===== src/rtl/cmp_ctrl_params.svh =====
// constants for the comparator control block: register offsets, bit positions
// assumes inclusion by bare name from the design and assertion files
`ifndef CMP_CTRL_PARAMS_SVH
`define CMP_CTRL_PARAMS_SVH

// ------------------------------------------------------------
// register offsets
// ------------------------------------------------------------
`define OFS_CMP1_CTRL0    4'h0
`define OFS_CMP1_CTRL1    4'h1
`define OFS_CMP2_CTRL0    4'h2
`define OFS_CMP2_CTRL1    4'h3
`define OFS_CMP_MIRROR    4'h4
`define OFS_INT_CTRL      4'h5
`define OFS_PERIPH_EN2    4'h6
`define OFS_PERIPH_FLAG2  4'h7

// ------------------------------------------------------------
// field positions
// ------------------------------------------------------------
`define C0_ON_BIT         7
`define C0_OUT_BIT        6
`define C0_OE_BIT         5
`define C0_INV_BIT        4
`define C0_SPEED_BIT      2
`define C0_HYS_BIT        1
`define C0_SYNC_BIT       0
`define C0_WMASK          8'hb7
`define C1_RISE_BIT       7
`define C1_FALL_BIT       6
`define C1_WMASK          8'hf3
`define CMP2_FLAG_BIT     6
`define CMP1_FLAG_BIT     5
`define GIE_BIT           7
`define PERIPHERAL_INT_ENABLE_BIT          6
`define PERIPH_ENABLE2_REG_WMASK        8'hf9
`define INT_CTRL_WMASK    8'hff

// ------------------------------------------------------------
// reset values
// ------------------------------------------------------------
`define REG_RESET         8'h00

`endif


===== src/rtl/cmp_ctrl_pkg.sv =====
// types shared by the comparator control block
// assumes nothing beyond the constants header
package cmp_ctrl_pkg;

    typedef enum logic [1:0] {
        PLUS_PIN,
        PLUS_DAC,
        PLUS_FIXED_REFERENCE,
        PLUS_GROUND
    } plus_sel_t;

    typedef struct packed {
        logic       cmp_on;
        logic       cmp_output;
        logic       pin_output_enable;
        logic       out_invert;
        logic       unused3;
        logic       speed_select;
        logic       hysteresis_enable;
        logic       sync_enable;
    } control0_t;

    typedef struct packed {
        logic       rise_int_enable;
        logic       fall_int_enable;
        plus_sel_t  plus_input_select;
        logic [1:0] unused;
        logic [1:0] minus_input_select;
    } control1_t;

    typedef struct packed {
        logic       cmp_on;
        logic       speed_select;
        logic       hysteresis_enable;
        plus_sel_t  plus_input_select;
        logic [1:0] minus_input_select;
        logic [3:0] plus_onehot;
        logic [3:0] minus_onehot;
    } analog_ctrl_t;

endpackage


===== src/rtl/cmp_ctrl.sv =====
// digital control around two comparators: registers, gate sources, flags, irq
// assumes a single-cycle register port and an analog core that obeys the
// per-comparator analog controls it is given
//
// How it works
// - each comparator's gate output goes through a latch when sync_enable set.
// - the latch captures the output on the falling counter clock edge.
// - with a counter prescaler the latch uses the prescaled clock input.
// - each comparator output is offered as a counter gate source.
// - each comparator has its own rising and falling edge detectors.
// - enabled edge sets that comparator's interrupt flag.
// - interrupt needs on, speed, enable, edge enable, peripheral and global.
// - flag cleared only by software; a same-cycle edge leaves it set.
// - invert or on/off toggles may trigger edge detectors while disabled.
// - plus_input_select picks plus pin, DAC, fixed reference or ground.
// - cmp_on low disconnects every input of that comparator.
// - minus_input_select picks one of four pins for the inverting input.
// - control0 bits: on, output, pin enable, invert, zero, speed, hyst, sync.
// - control1 bits: rise en, fall en, plus select, zeros, minus select.
// - comparator 2 flag/enable in bit 6, comparator 1 in bit 5.
// - global enable at bit 7, peripheral enable at bit 6.
// - unimplemented bits read as zero.
`timescale 1ns/1ps
`include "cmp_ctrl_params.svh"
module cmp_ctrl #(
    parameter int NUM_CMP = 2
) (
    // clock and reset
    input  wire logic                        sys_clk,
    input  wire logic                        reset,
    // register port
    input  wire logic [3:0]                  reg_addr,
    input  wire logic [7:0]                  reg_wdata,
    input  wire logic                        reg_wr,
    input  wire logic                        reg_rd,
    output logic      [7:0]                  reg_rdata,
    // analog core
    input  wire logic [NUM_CMP-1:0]          raw_cmp_in,
    output cmp_ctrl_pkg::analog_ctrl_t       analog_ctrl [NUM_CMP],
    // companion counter
    input  wire logic                        cnt_clk_in,
    output logic      [NUM_CMP-1:0]          gate_src,
    // pins
    output logic      [NUM_CMP-1:0]          cmp_pin_out,
    output logic      [NUM_CMP-1:0]          cmp_pin_oe,
    // interrupt
    output logic                             int_request,
    output logic                             cmp_wake
);

    cmp_ctrl_pkg::control0_t ctrl0_r [NUM_CMP];
    cmp_ctrl_pkg::control1_t ctrl1_r [NUM_CMP];
    logic [7:0]         int_ctrl_r;
    logic [7:0]         periph_enable2_reg_r;
    logic [7:0]         periph_flag2_reg_r;
    logic [NUM_CMP-1:0] out_value;
    logic [NUM_CMP-1:0] rise_evt;
    logic [NUM_CMP-1:0] fall_evt;
    logic [NUM_CMP-1:0] flag_set;
    logic [NUM_CMP-1:0] cmp_int;
    logic [7:0]         flag_set_vec;
    logic [7:0]         mirror;
    logic [7:0]         rdata_nxt;
    logic [7:0]         periph_enable2_reg_wmask;

    localparam int FLAG_POS [2] = '{`CMP1_FLAG_BIT, `CMP2_FLAG_BIT};

    // ------------------------------------------------------------
    // per-comparator logic
    // ------------------------------------------------------------
    genvar g;
    generate
        for (g = 0; g < NUM_CMP; g++) begin : ch
            localparam logic [3:0] OFS0 = 4'(2 * g);
            localparam logic [3:0] OFS1 = 4'(2 * g + 1);

            cmp_channel u_chan (
                .sys_clk     (sys_clk),
                .reset       (reset),
                .raw_in      (raw_cmp_in[g]),
                .cnt_clk_in  (cnt_clk_in),
                .cmp_on      (ctrl0_r[g].cmp_on),
                .out_invert  (ctrl0_r[g].out_invert),
                .sync_enable (ctrl0_r[g].sync_enable),
                .out_value   (out_value[g]),
                .gate_out    (gate_src[g]),
                .rise_evt    (rise_evt[g]),
                .fall_evt    (fall_evt[g])
            );

            // status bit of control0 is read-only; hardware drives it
            always_ff @(posedge sys_clk or posedge reset) begin
                if (reset) begin
                    ctrl0_r[g] <= `REG_RESET;
                end else if (reg_wr && reg_addr == OFS0) begin
                    ctrl0_r[g] <= (reg_wdata & `C0_WMASK) | (8'(out_value[g]) << `C0_OUT_BIT);
                end else begin
                    ctrl0_r[g].cmp_output <= out_value[g];
                end
            end

            always_ff @(posedge sys_clk or posedge reset) begin
                if (reset) begin
                    ctrl1_r[g] <= `REG_RESET;
                end else if (reg_wr && reg_addr == OFS1) begin
                    ctrl1_r[g] <= reg_wdata & `C1_WMASK;
                end
            end

            assign flag_set[g] = (rise_evt[g] & ctrl1_r[g].rise_int_enable)
                               | (fall_evt[g] & ctrl1_r[g].fall_int_enable);

            assign cmp_int[g] = periph_flag2_reg_r[FLAG_POS[g]] & periph_enable2_reg_r[FLAG_POS[g]]
                              & ctrl0_r[g].cmp_on & ctrl0_r[g].speed_select
                              & (ctrl1_r[g].rise_int_enable | ctrl1_r[g].fall_int_enable);

            // analog side: inputs all dropped while off
            always_comb begin
                analog_ctrl[g].cmp_on = ctrl0_r[g].cmp_on;
                analog_ctrl[g].speed_select = ctrl0_r[g].speed_select;
                analog_ctrl[g].hysteresis_enable = ctrl0_r[g].hysteresis_enable;
                analog_ctrl[g].plus_input_select = ctrl1_r[g].plus_input_select;
                analog_ctrl[g].minus_input_select = ctrl1_r[g].minus_input_select;
                analog_ctrl[g].plus_onehot = 4'h0;
                analog_ctrl[g].minus_onehot = 4'h0;
                if (ctrl0_r[g].cmp_on) begin
                    analog_ctrl[g].plus_onehot[ctrl1_r[g].plus_input_select] = 1'b1;
                    analog_ctrl[g].minus_onehot[ctrl1_r[g].minus_input_select] = 1'b1;
                end
            end

            assign cmp_pin_out[g] = ctrl0_r[g].cmp_output;
            assign cmp_pin_oe[g] = ctrl0_r[g].pin_output_enable;
        end
    endgenerate

    // ------------------------------------------------------------
    // flag and enable registers
    // ------------------------------------------------------------
    always_comb begin
        flag_set_vec = 8'h00;
        mirror = 8'h00;
        for (int i = 0; i < NUM_CMP; i++) begin
            flag_set_vec[FLAG_POS[i]] = flag_set[i];
            mirror[i] = out_value[i];
        end
    end

    // only comparator flags live here; other peripheral bits read zero
    always_ff @(posedge sys_clk or posedge reset) begin
        if (reset) begin
            periph_flag2_reg_r <= `REG_RESET;
        end else if (reg_wr && reg_addr == `OFS_PERIPH_FLAG2) begin
            // set wins over the clearing write
            periph_flag2_reg_r <= ((reg_wdata | flag_set_vec) & periph_enable2_reg_wmask) | flag_set_vec;
        end else begin
            periph_flag2_reg_r <= periph_flag2_reg_r | flag_set_vec;
        end
    end

    always_comb begin
        periph_enable2_reg_wmask = 8'h00;
        for (int i = 0; i < NUM_CMP; i++) begin
            periph_enable2_reg_wmask[FLAG_POS[i]] = 1'b1;
        end
    end

    always_ff @(posedge sys_clk or posedge reset) begin
        if (reset) begin
            periph_enable2_reg_r <= `REG_RESET;
        end else if (reg_wr && reg_addr == `OFS_PERIPH_EN2) begin
            periph_enable2_reg_r <= reg_wdata & periph_enable2_reg_wmask;
        end
    end

    always_ff @(posedge sys_clk or posedge reset) begin
        if (reset) begin
            int_ctrl_r <= `REG_RESET;
        end else if (reg_wr && reg_addr == `OFS_INT_CTRL) begin
            // only the two enables are held here
            int_ctrl_r <= reg_wdata & 8'hc0;
        end
    end

    // wake ignores the global enable, as sleep wake-up does
    assign cmp_wake = |cmp_int;
    assign int_request = cmp_wake & int_ctrl_r[`PERIPHERAL_INT_ENABLE_BIT] & int_ctrl_r[`GIE_BIT];

    // ------------------------------------------------------------
    // read port
    // ------------------------------------------------------------
    always_comb begin
        rdata_nxt = 8'h00;
        unique case (reg_addr)
            `OFS_CMP1_CTRL0:   rdata_nxt = ctrl0_r[0];
            `OFS_CMP1_CTRL1:   rdata_nxt = ctrl1_r[0];
            `OFS_CMP2_CTRL0:   rdata_nxt = (NUM_CMP > 1) ? ctrl0_r[NUM_CMP-1] : 8'h00;
            `OFS_CMP2_CTRL1:   rdata_nxt = (NUM_CMP > 1) ? ctrl1_r[NUM_CMP-1] : 8'h00;
            `OFS_CMP_MIRROR:   rdata_nxt = mirror;
            `OFS_INT_CTRL:     rdata_nxt = int_ctrl_r;
            `OFS_PERIPH_EN2:   rdata_nxt = periph_enable2_reg_r;
            `OFS_PERIPH_FLAG2: rdata_nxt = periph_flag2_reg_r;
            default:           rdata_nxt = 8'h00;
        endcase
    end

    always_ff @(posedge sys_clk or posedge reset) begin
        if (reset) begin
            reg_rdata <= 8'h00;
        end else if (reg_rd) begin
            reg_rdata <= rdata_nxt;
        end else begin
            reg_rdata <= 8'h00;
        end
    end

endmodule


===== src/rtl/cmp_channel.sv =====
// one comparator channel: input capture, polarity, sync latch, edge detect
// assumes raw_in comes from the analog core, async to sys_clk; the counter
// clock arrives as a pin-level signal, prescaled when the counter prescales
`timescale 1ns/1ps
module cmp_channel (
    // clock and reset
    input  wire logic sys_clk,
    input  wire logic reset,
    // analog core and counter clock
    input  wire logic raw_in,
    input  wire logic cnt_clk_in,
    // control
    input  wire logic cmp_on,
    input  wire logic out_invert,
    input  wire logic sync_enable,
    // results
    output logic      out_value,
    output logic      gate_out,
    output logic      rise_evt,
    output logic      fall_evt
);

    logic raw_s1_r;
    logic raw_s2_r;
    logic clk_s1_r;
    logic clk_s2_r;
    logic clk_prev_r;
    logic latch_r;
    logic prev_r;
    logic adj_nxt;

    // ------------------------------------------------------------
    // synchronisers
    // ------------------------------------------------------------
    always_ff @(posedge sys_clk or posedge reset) begin
        if (reset) begin
            raw_s1_r <= 1'b0;
            raw_s2_r <= 1'b0;
            clk_s1_r <= 1'b0;
            clk_s2_r <= 1'b0;
            clk_prev_r <= 1'b0;
        end else begin
            raw_s1_r <= raw_in;
            raw_s2_r <= raw_s1_r;
            clk_s1_r <= cnt_clk_in;
            clk_s2_r <= clk_s1_r;
            clk_prev_r <= clk_s2_r;
        end
    end

    // off comparator reads low; invert still applies so toggles show as edges
    assign adj_nxt = (cmp_on & raw_s2_r) ^ out_invert;

    // ------------------------------------------------------------
    // counter gate latch
    // ------------------------------------------------------------
    // latch on falling counter clock so the gate is steady at its rising edge
    always_ff @(posedge sys_clk or posedge reset) begin
        if (reset) begin
            latch_r <= 1'b0;
        end else if (clk_prev_r & ~clk_s2_r) begin
            latch_r <= adj_nxt;
        end
    end

    always_ff @(posedge sys_clk or posedge reset) begin
        if (reset) begin
            out_value <= 1'b0;
            gate_out <= 1'b0;
        end else begin
            out_value <= adj_nxt;
            gate_out <= sync_enable ? latch_r : adj_nxt;
        end
    end

    // ------------------------------------------------------------
    // edge detectors
    // ------------------------------------------------------------
    always_ff @(posedge sys_clk or posedge reset) begin
        if (reset) begin
            prev_r <= 1'b0;
        end else begin
            prev_r <= out_value;
        end
    end

    assign rise_evt = out_value & ~prev_r;
    assign fall_evt = ~out_value & prev_r;

endmodule


===== config.mk =====
export PLATFORM = sky130hd
export DESIGN_NAME = cmp_ctrl
export DESIGN_NICKNAME = d
export VERILOG_FILES = /design/src/rtl/cmp_ctrl_pkg.sv /design/src/rtl/cmp_ctrl.sv /design/src/rtl/cmp_channel.sv
export VERILOG_INCLUDE_DIRS = /design/src /design/src/rtl
export SDC_FILE = /design/constraint.sdc
export NUM_CORES = 1
export LEC_CHECK = 0
export ABC_AREA = 1
export BUFFER_PORTS_ARGS = -buffer_cell sky130_fd_sc_hd__buf_2
export CELL_PAD_IN_SITES_DETAIL_PLACEMENT = 2
export CELL_PAD_IN_SITES_GLOBAL_PLACEMENT = 2
export CORE_AREA = 2 2 90 92
export CTS_BUF_LIST = sky130_fd_sc_hd__clkbuf_8
export CTS_CLUSTER_DIAMETER = 150
export DETAILED_ROUTE_END_ITERATION = 8
export DIE_AREA = 0 0 92 94
export MAX_ROUTING_LAYER = met4
export PLACE_DENSITY = 0.84
export SLEW_MARGIN = 20
export SYNTH_ARGS = -nofsm -noshare
export SYNTH_HDL_FRONTEND = slang
export SYNTH_SLANG_ARGS = --single-unit

===== constraint.sdc =====
create_clock -name sys_clk -period 3.05 [get_ports sys_clk]
set_clock_uncertainty 0.2 [all_clocks]
set_input_delay 0.1525 -clock sys_clk [delete_from_list [all_inputs] [get_ports sys_clk]]
set_output_delay 0.1525 -clock sys_clk [all_outputs]
set_load 0.05 [all_outputs]

* After elaboration in Yosys (flattened, before gate mapping) *
Index checks and enable logic that the tools add are counted.

operators by class
  bitwise operators = 37
  $lt $le $gt $ge = 8
  mux-type cells = 17
  eq/ne operators = 7
  reduce and logical (&&, ||, !) cells = 13

operators with widths
  cell                                                                                  count
  8-bit case mux with 8 select lines                                                    1
  8-bit 2-to-1 mux                                                                      4
  8-bit by 7-bit bitwise OR with 8-bit output                                           3
  1-bit AND                                                                             21
  4-bit by 3-bit equality test with 1-bit output (second input constant)                4
  7-bit bitwise OR                                                                      2
  2-bit by 3-bit less-than comparator with 1-bit output (second input constant)         4
  1-bit logical AND                                                                     11
  1-bit demux with 2-bit select                                                         4
  4-bit by 2-bit equality test with 1-bit output (second input constant)                2
  2-bit by 1-bit greater-or-equal comparator with 1-bit output (second input constant)  4
  1-bit 2-to-1 mux                                                                      8
  1-bit NOT                                                                             5
  4-bit by 1-bit equality test with 1-bit output (second input constant)                1
  4-bit zero test                                                                       1
  1-bit bitwise OR                                                                      4
  2-bit OR reduction                                                                    1
  1-bit XOR                                                                             2

storage, ports and cells
  bits in registers = 63

* Logic depth before layout (Yosys ltp) *
Gate-level depths: netlist of run 1.

  word-level depth = 7
  depth in mapped cells = 7

* Hierarchy *
From an unflattened synthesis of run 1, not the netlist that was laid out.

second synthesis, totals
  cells, all modules = 313
  area, all modules = 2,683.8 um^2

modules (own cells, without submodules)
  module       sequential area each (um^2)  instances  cells an instance  area each (um^2)
  cmp_ctrl     975.9                        1          257                2,080.7
  cmp_channel  225.2                        2          28                 301.5

* Least setup slack after synthesis of run 1 *
No wires, ideal clock.

  kind = register to output
  start = register ctrl0_r (netlist bit analog_ctrl[13])
  end = output port int_request
  arrival time = 1,724 ps
  buffers on the path = 0
  setup slack = 974 ps
  cell stages (with the launch flop) = 4
  path through = dfrtp_1 > nand4_1 > o21bai_1 > a21oi_1

between the ends
  longest elaborated chain between the ends = 5

RTL lines
  item                               line             RTL
  from (decl)                        cmp_ctrl.sv:51   cmp_ctrl_pkg::control0_t ctrl0_r [NUM_CMP];
  from (signal, indexed assignment)  cmp_ctrl.sv:94   ctrl0_r[g] <= `REG_RESET;
  from (signal, indexed assignment)  cmp_ctrl.sv:96   ctrl0_r[g] <= (reg_wdata & `C0_WMASK) | (8'(out_value[g]) << `C0_OUT_BIT);
  1-bit AND                          cmp_ctrl.sv:114  & ctrl0_r[g].cmp_on & ctrl0_r[g].speed_select
  1-bit AND                          cmp_ctrl.sv:115  & (ctrl1_r[g].rise_int_enable | ctrl1_r[g].fall_int_enable);
  2-bit OR reduction                 cmp_ctrl.sv:186  assign cmp_wake = |cmp_int;
  1-bit AND (2 in series)            cmp_ctrl.sv:187  assign int_request = cmp_wake & int_ctrl_r[`PERIPHERAL_INT_ENABLE_BIT] & int_ctrl_r[`GIE_BIT];
  to (decl)                          cmp_ctrl.sv:47   output logic int_request,

Every way passes these cells.

* Worst setup path in the final report of run 1 *
  start = register ctrl0_r (netlist bit analog_ctrl[29])
  end = output port int_request

between the ends
  longest elaborated chain between the ends = 6

RTL lines
  item                     line
  1-bit AND (2 in series)  cmp_ctrl.sv:114
  1-bit AND                cmp_ctrl.sv:115
  2-bit OR reduction       cmp_ctrl.sv:186
  1-bit AND (2 in series)  cmp_ctrl.sv:187

Every way passes these cells.

==> results.md, run 1 <==
- Post-synth ARST share: 1.000
- Initial antenna violation count: 0
- Unrepaired setup endpoints after global routing: no
- Yosys warns: 0
- R2r endpoint: ch[1].u_chan.gate_out
- Std-Cell Rows: 32
- Total Wirelength: 7.471 mm
- Final Hold Fails: 0
- Gp weighted congestion: 0.7756
- Distinct cell type count after synthesis: 25
- Post-synthesis cell area: 0.002522 mm2
- Post-detail-place hpwl: 5.544 mm
- Peak supply drop: 0.3104 mV
- Fin crit period: 2113 ps
- Slew margin rel.: 0.3847
- Max cap viols: 0
- Final period util: 0.6928
- Clock Latency Late Sink: 310 ps
- Number of CTS-inserted buffers: 5
- Pwr/cell area: 699.4 mW/mm2
- Pin count of the biggest net entering global routing: 53
- Die area: 0.008648 mm2
- Setup TNS: 0 ps
- GRT Util Overall: 0.1897
- Critical Path Sink: int_request
- Crit-path max FO: 10
- Nets: 365
- Inserted Diodes: 0
- Root Buffer: clkbuf_8
- Power share of the combinational group: 0.347
- DRT Pass-1 Iters: 4
- PostCTS Resize Cnt: 0
- Slowest stage delay, CP: 390 ps
- Fillers: 911
- Post-synth EDFFs: 0
- Htree depth: 2
- Starting Density: 0.3316
- Post-synthesis adder-cell area fraction: 0
- Reg2reg path depth: 4
- Vias per Instance: 4.869
- Outcome: complete, no violations
- Hold_sp: reg_rd
- Sequential area share after synthesis: 0.5159
- Post-synthesis xor/xnor area fraction: 0.006944
- Maximum clock frequency: 473.2 MHz
- Crit. Startpoint: analog_ctrl[29]
- Remaining Overflow, GRT: 0
- Post-synthesis compound-gate area fraction: 0.1146
- Count of final setup violators: 0
- Area grow syn2layout: 17.36%
- Mapped Nets: 308
- Slew @ Worst Pin: 921.9 ps
- Die extent in y: 94 um
- Sw Ratio: 0.4460
- DR iter-0 viols: 87
- I/O Buffers: 62
- Layout cells sized above 1: 0.2824
- R2R Setup Slk: 1660 ps
- Pins over their slew limit: 0
- Clk network pwr share: 0.194
- Clock transition at path regs: 100 ps
- Worst r2r src: analog_ctrl[14]
- WP data required: 2700 ps
- Worst hold path type: in -> reg
- Dpl cells: 433
- Non-filler cells, final: 449
- Post-synthesis mux area share: 0
- Crit Path Category: reg -> out
- Cells after Synth: 289
- # clock sinks: 52
- Total leakage power: 1.530 nW
- TritonCTS clock tree: yes
- Worst-path cell chain: clkinv_1, nor2_1, o211ai_1, a21oi_1, buf_2
- Post-synthesis area per instance: 8.728 um2
- Int Power: 1.147 mW
- First-pass GRT wire length: 12.24 mm
- Element type at the critical path start: register
- CP max-delay cell: dfrtp_1
- P_sw: 0.9234 mW
- Core ar.: 0.007607 mm2
- Routed WL per cell: 16.64 um
- IO Count: 65
- Vias in the first global route: 2276
- DRT antenna net count: 0
- Synth Area in Simple Gates: 0.2421
- Post-route DRC: 0
- Die span in x: 92 um
- Synth Flop Type: dfrtp_1
- Yosys reg bits: 52
- Reg power frac: 0.459
- Clock Path Buffers: 2
- Vias: 2186
- Worst Path Arrival: 1760 ps
- CP Capture Type: output port
- Largest family of logic cells by synthesized area: simple AND/OR/NAND/NOR gates
[layer usage]
layer,share of wire,track usage
met5,0,-
met4,0.018,0.05721
met3,0.031,0.02247
met2,0.51,0.3333
met1,0.44,0.2307
[worst max-delay path, delay by kind of cell, from the launching register on]
| family | cells | cell delay, ps |
|---|---|---|
| buffers and inverters | 2 | 550 |
| flip-flops | 1 | 390 |
| AO/OA/AOI/OAI | 2 | 320 |
| AND/OR/NAND/NOR | 1 | 180 |
[flip-flops by register name, summed over array words and instances (netlist names)]
register              cells
ch.u_chan.raw_s2_r        2
ch.u_chan.gate_out        2
reg_rdata                 7
periph_flag2_reg_r        2
cmp_pin_out               2
ch.u_chan.raw_s1_r        2
ch.u_chan.out_value       2
ch.u_chan.clk_s1_r        1
cmp_pin_oe                2
ch.u_chan.clk_s2_r        1
int_ctrl_r                2
analog_ctrl              14
periph_enable2_reg_r      2
ctrl0_r                   4
ch.u_chan.latch_r         2
ctrl1_r                   4
ch.u_chan.clk_prev_r      1
[repair_timing]
item | in CTS | in global routing
setup endpoints to repair | 0 | 0
setup buffers | 0 | 0
hold buffers | 8 | 0
hold endpoints to repair | 65 | 0
[cells in the final DEF (no fill, tap or decap)]
cell	Yosys	routed
buf_2	0	62
nand2_1	61	61
dfrtp_1	52	52
inv_1	31	30
nand3_1	28	28
nor2_1	18	18
nor3_1	16	16
o21ai_2	14	14
o21ai_1	12	12
o21ai_0	8	8
dlygate4sd3_1	0	8
a21oi_1	6	6
clkbuf_8	0	5
nand2_2	4	4
nor2_4	3	3
nor2_2	3	3
o211ai_1	3	3
clkinv_2	0	3
xnor2_1	1	1
inv_2	1	1
clkinv_1	1	1
a31oi_1	1	1
nand4_1	1	1
o21bai_1	1	1
xor2_1	1	1
nand3_2	1	1
conb_1	1	1
clkinv_4	0	1
buf_4	16	1
[power by group through the flow]
| stage | Sequential (mW) | Combinational [mW] | Clock, mW |
|---|---|---|---|
| floorplan | 0.994 | 0.542 | 0 |
| global placement | 0.955 | 0.690 | 0 |
| detailed placement | 0.963 | 0.718 | 0 |
| CTS | 0.951 | 0.729 | 0.411 |
| global route | 0.974 | 0.776 | 0.437 |
| finish | 0.950 | 0.719 | 0.401 |
[metrics by stage]
stage / power, mW / hold WS (ps) / setup WS (ps) / util / area, um2
3_3_place_gp: 1.645 / 60.41 / 1334 / 0.3669 / 2791
5_1_grt: 2.187 / 36.76 / 810.8 / 0.3891 / 2960
3_5_place_dp: 1.682 / 62.59 / 1263 / 0.3669 / 2791
4_1_cts: 2.092 / 5.148 / 916.3 / 0.3890 / 2959
6_report: 2.070 / 1.236 / 936.9 / 0.3891 / 2960
2_1_floorplan: 1.536 / -16.07 / 973.7 / - / 2522
[cells in the mapped netlist (4+ instances only)]
library cell	n	area (um2)
buf_4	16	120.1
nand2_1	61	229.0
buf_6	5	56.30
o21ai_2	14	122.6
dfrtp_1	52	1301
nor3_1	16	80.08
nand2_2	4	25.02
inv_1	31	116.4
a21oi_1	6	30.03
o21ai_0	8	40.04
nand3_1	28	140.1
o21ai_1	12	60.06
nor2_1	18	67.56
[cells by family (layout without fill, tap and decap cells)]
logic type,after synthesis,count (layout)
DFF,52,52
other,1,1
and+or+nand+nor,135,135
buffers and inverters,54,112
xor gates and xnor gates,2,2
AOI/OAI and AO/OA,45,45
[cell type report]
type	instances	area (um2)	area share
tap	102	127.6	0.04311
sequential	52	1301	0.4396
multi-input combinational	183	920.9	0.3111
timing repair buffer	71	397.9	0.1344
inverter	33	125.1	0.04227
clock buffer	5	68.82	0.02325
clock inverter	3	18.77	0.006340
[worst min path at each step]
| stage | to | cells after the start | slack (ps) |
|---|---|---|---|
| final | reg_rdata[7] | 3 | 1 |
| after CTS | reg_rdata[7] | 3 | 5 |
| after detailed placement | ch[1].u_chan.clk_s1_r | 1 | 60 |
| after global placement | ch[1].u_chan.raw_s1_r | 1 | 60 |
| after floorplan | ch[0].u_chan.raw_s1_r | 0 | -20 |
| after global routing | reg_rdata[7] | 3 | 40 |
Note: power is estimated with default switching activity, not from simulation.
==> run 2, diff against run 1 <==
CORE_AREA = 2 2 92 94   (was 2 2 90 92)
DIE_AREA = 0 0 94 96   (was 0 0 92 94)
PLACE_DENSITY = 0.81   (was 0.84)
clock period = 2 ns   (was 3.05 ns; I/O delays follow)
==> run 2 against run 1 <==
Effect of this change: combinational power is 57% higher; flip-flop and latch count unchanged; non-clock buffer count up 14; largest power group unchanged; critical path type is now in -> reg; core utilization barely moved; worst setup slack worse by 810 ps.
==> results.md, run 2 (synthesis gave the netlist of run 1 again) <==
- CP dominant cell by count: dlygate4sd3_1
- Fin crit period: 1868 ps
- # clock sinks: 52
- Htree depth: 2
- Setup TNS: 0 ps
- Pin count of the biggest net entering global routing: 53
- Inserted Diodes: 0
- Fillers: 939
- Max reg flops: 14
- Root Buffer: clkbuf_8
- GRT Util Overall: 0.1848
- Post-detail-place hpwl: 5.546 mm
- Number of CTS-inserted buffers: 5
- Std-Cell Rows: 33
- TritonCTS clock tree: yes
- Core ar.: 0.008051 mm2
- Worst Path Arrival: 1870 ps
- CP max-delay cell: dlygate4sd3_1
- First-pass GRT wire length: 12.32 mm
- Clock Path Buffers: 2
- Vias in the first global route: 2412
- WP buf/inv: 3
- Cell Area, Placed: 0.002849 mm2
- Clock transition at path regs: 100 ps
- Final Hold Fails: 0
- Die span in x: 94 um
- Commonest non-fill, non-tap cell in the layout: buf_2
- Maximum clock frequency: 535.3 MHz
- Starting Density: 0.3133
- Most frequent cells in the layout: buf_2 (62), nand2_1 (61), dfrtp_1 (52)
- PostCTS Resize Cnt: 0
- CP Capture Type: register
- Clock Latency Late Sink: 320 ps
- Final period util: 0.9340
- WP data required: 2010 ps
- Vias: 2260
- DRT antenna net count: 0
- Pins over their slew limit: 0
- IO Count: 65
- DR iter-0 viols: 64
- Final Instance Area: 0.003133 mm2
- Element type at the critical path start: input port
- Initial antenna violation count: 0
- Pwr/cell area: 1070 mW/mm2
- Worst-path cell chain: dlygate4sd3_1, buf_2, nor2_4, nand3_1, nand2_1, o21ai_2, dlygate4sd3_1
- I/O Buffers: 62
- Total Wirelength: 7.569 mm
- Worst hold path type: in -> reg
- Nets: 379
- Die extent in y: 96 um
- Layout cells sized above 1: 0.2964
- Area grow syn2layout: 24.21%
- Unrepaired setup endpoints after global routing: no
- Gp weighted congestion: 0.8232
- Total leakage power: 1.615 nW
- Crit path max-delay family: buffers and inverters
- Remaining Overflow, GRT: 0
- Slowest stage delay, CP: 550 ps
- Crit Path Category: in -> reg
- Peak supply drop: 0.3766 mV
- Vias per Instance: 4.850
- Routed WL per cell: 16.24 um
- Max cap viols: 0
- Post-route DRC: 0
- Total chip power: 3.351 mW
- Crit-path max FO: 7
- Die area: 0.009024 mm2
- DRT Pass-1 Iters: 4
- Count of final setup violators: 0
- Outcome: complete, no violations
## run 2: path summary, 6_finish.rpt
path | cells after the start | slack (ps) | start | end
max | 7 | 130 | reg_addr[2] | analog_ctrl[13]
min | 3 | 30 | reg_wdata[5] | analog_ctrl[11]
max reg2reg | 3 | 520 | analog_ctrl[13] | analog_ctrl[13]
min reg2reg | 0 | 160 | ch[1].u_chan.raw_s1_r | ch[1].u_chan.raw_s2_r
max in group asynchronous | 4 | 1190 | reset | cmp_pin_oe[0]
min in group asynchronous | 4 | 150 | reset | analog_ctrl[8]
## run 2: report_power, final
group | leakage (nW) | internal, mW | switching (mW) | total [mW]
combinational | 0.901 | 0.285 | 0.844 | 1.13
clock | 0.0614 | 0.409 | 0.362 | 0.772
sequential | 0.653 | 1.25 | 0.205 | 1.45
## run 2: metal layers
| layer | part of all wire | wire [um] | vias to the layer above | GRT usage |
|---|---|---|---|---|
| li1 | - | - | 1058 | - |
| met1 | 0.43 | 3272 | 1130 | 0.2206 |
| met2 | 0.51 | 3835 | 56 | 0.3244 |
| met3 | 0.038 | 284 | 16 | 0.02819 |
| met4 | 0.023 | 176 | 0 | 0.05556 |
| met5 | 0 | 0 | - | - |
## run 2: layout make-up
cell class              instances  area (um2)  share of cell area
inverters                      33       123.9             0.03954
clock buffers                   6       82.58             0.02636
flip-flops and latches         52        1301              0.4153
multi-input cells             183       924.6              0.2951
clock inverters                 2       38.79             0.01238
repair buffers                 85       530.5              0.1693
well taps                     105       131.4             0.04193
## run 2: per-stage QoR
step           cells  hold slack, ps  utilization  worst slack [ps]
6_report         466           27.08       0.3891             131.9
5_1_grt          466           33.96       0.3891             20.75
4_1_cts          463           33.18       0.3863             84.34
3_5_place_dp     441          -25.92       0.3538             488.0
3_3_place_gp     441          -30.44       0.3538             509.5
2_1_floorplan    289          -68.57            -             65.64
## run 2: repair_timing
| item | 4_1_cts | 5_1_grt |
|---|---|---|
| setup buffers | 0 | 3 |
| hold endpoints to repair | 81 | 0 |
| hold buffers | 14 | 0 |
| setup endpoints to repair | 0 | 1 |
## run 2: worst register-to-register path, cell delays in order, from the launching register on
cell,delay (ps)
dfrtp_1,450
nand2_1,120
o21ai_2,50
dlygate4sd3_1,550
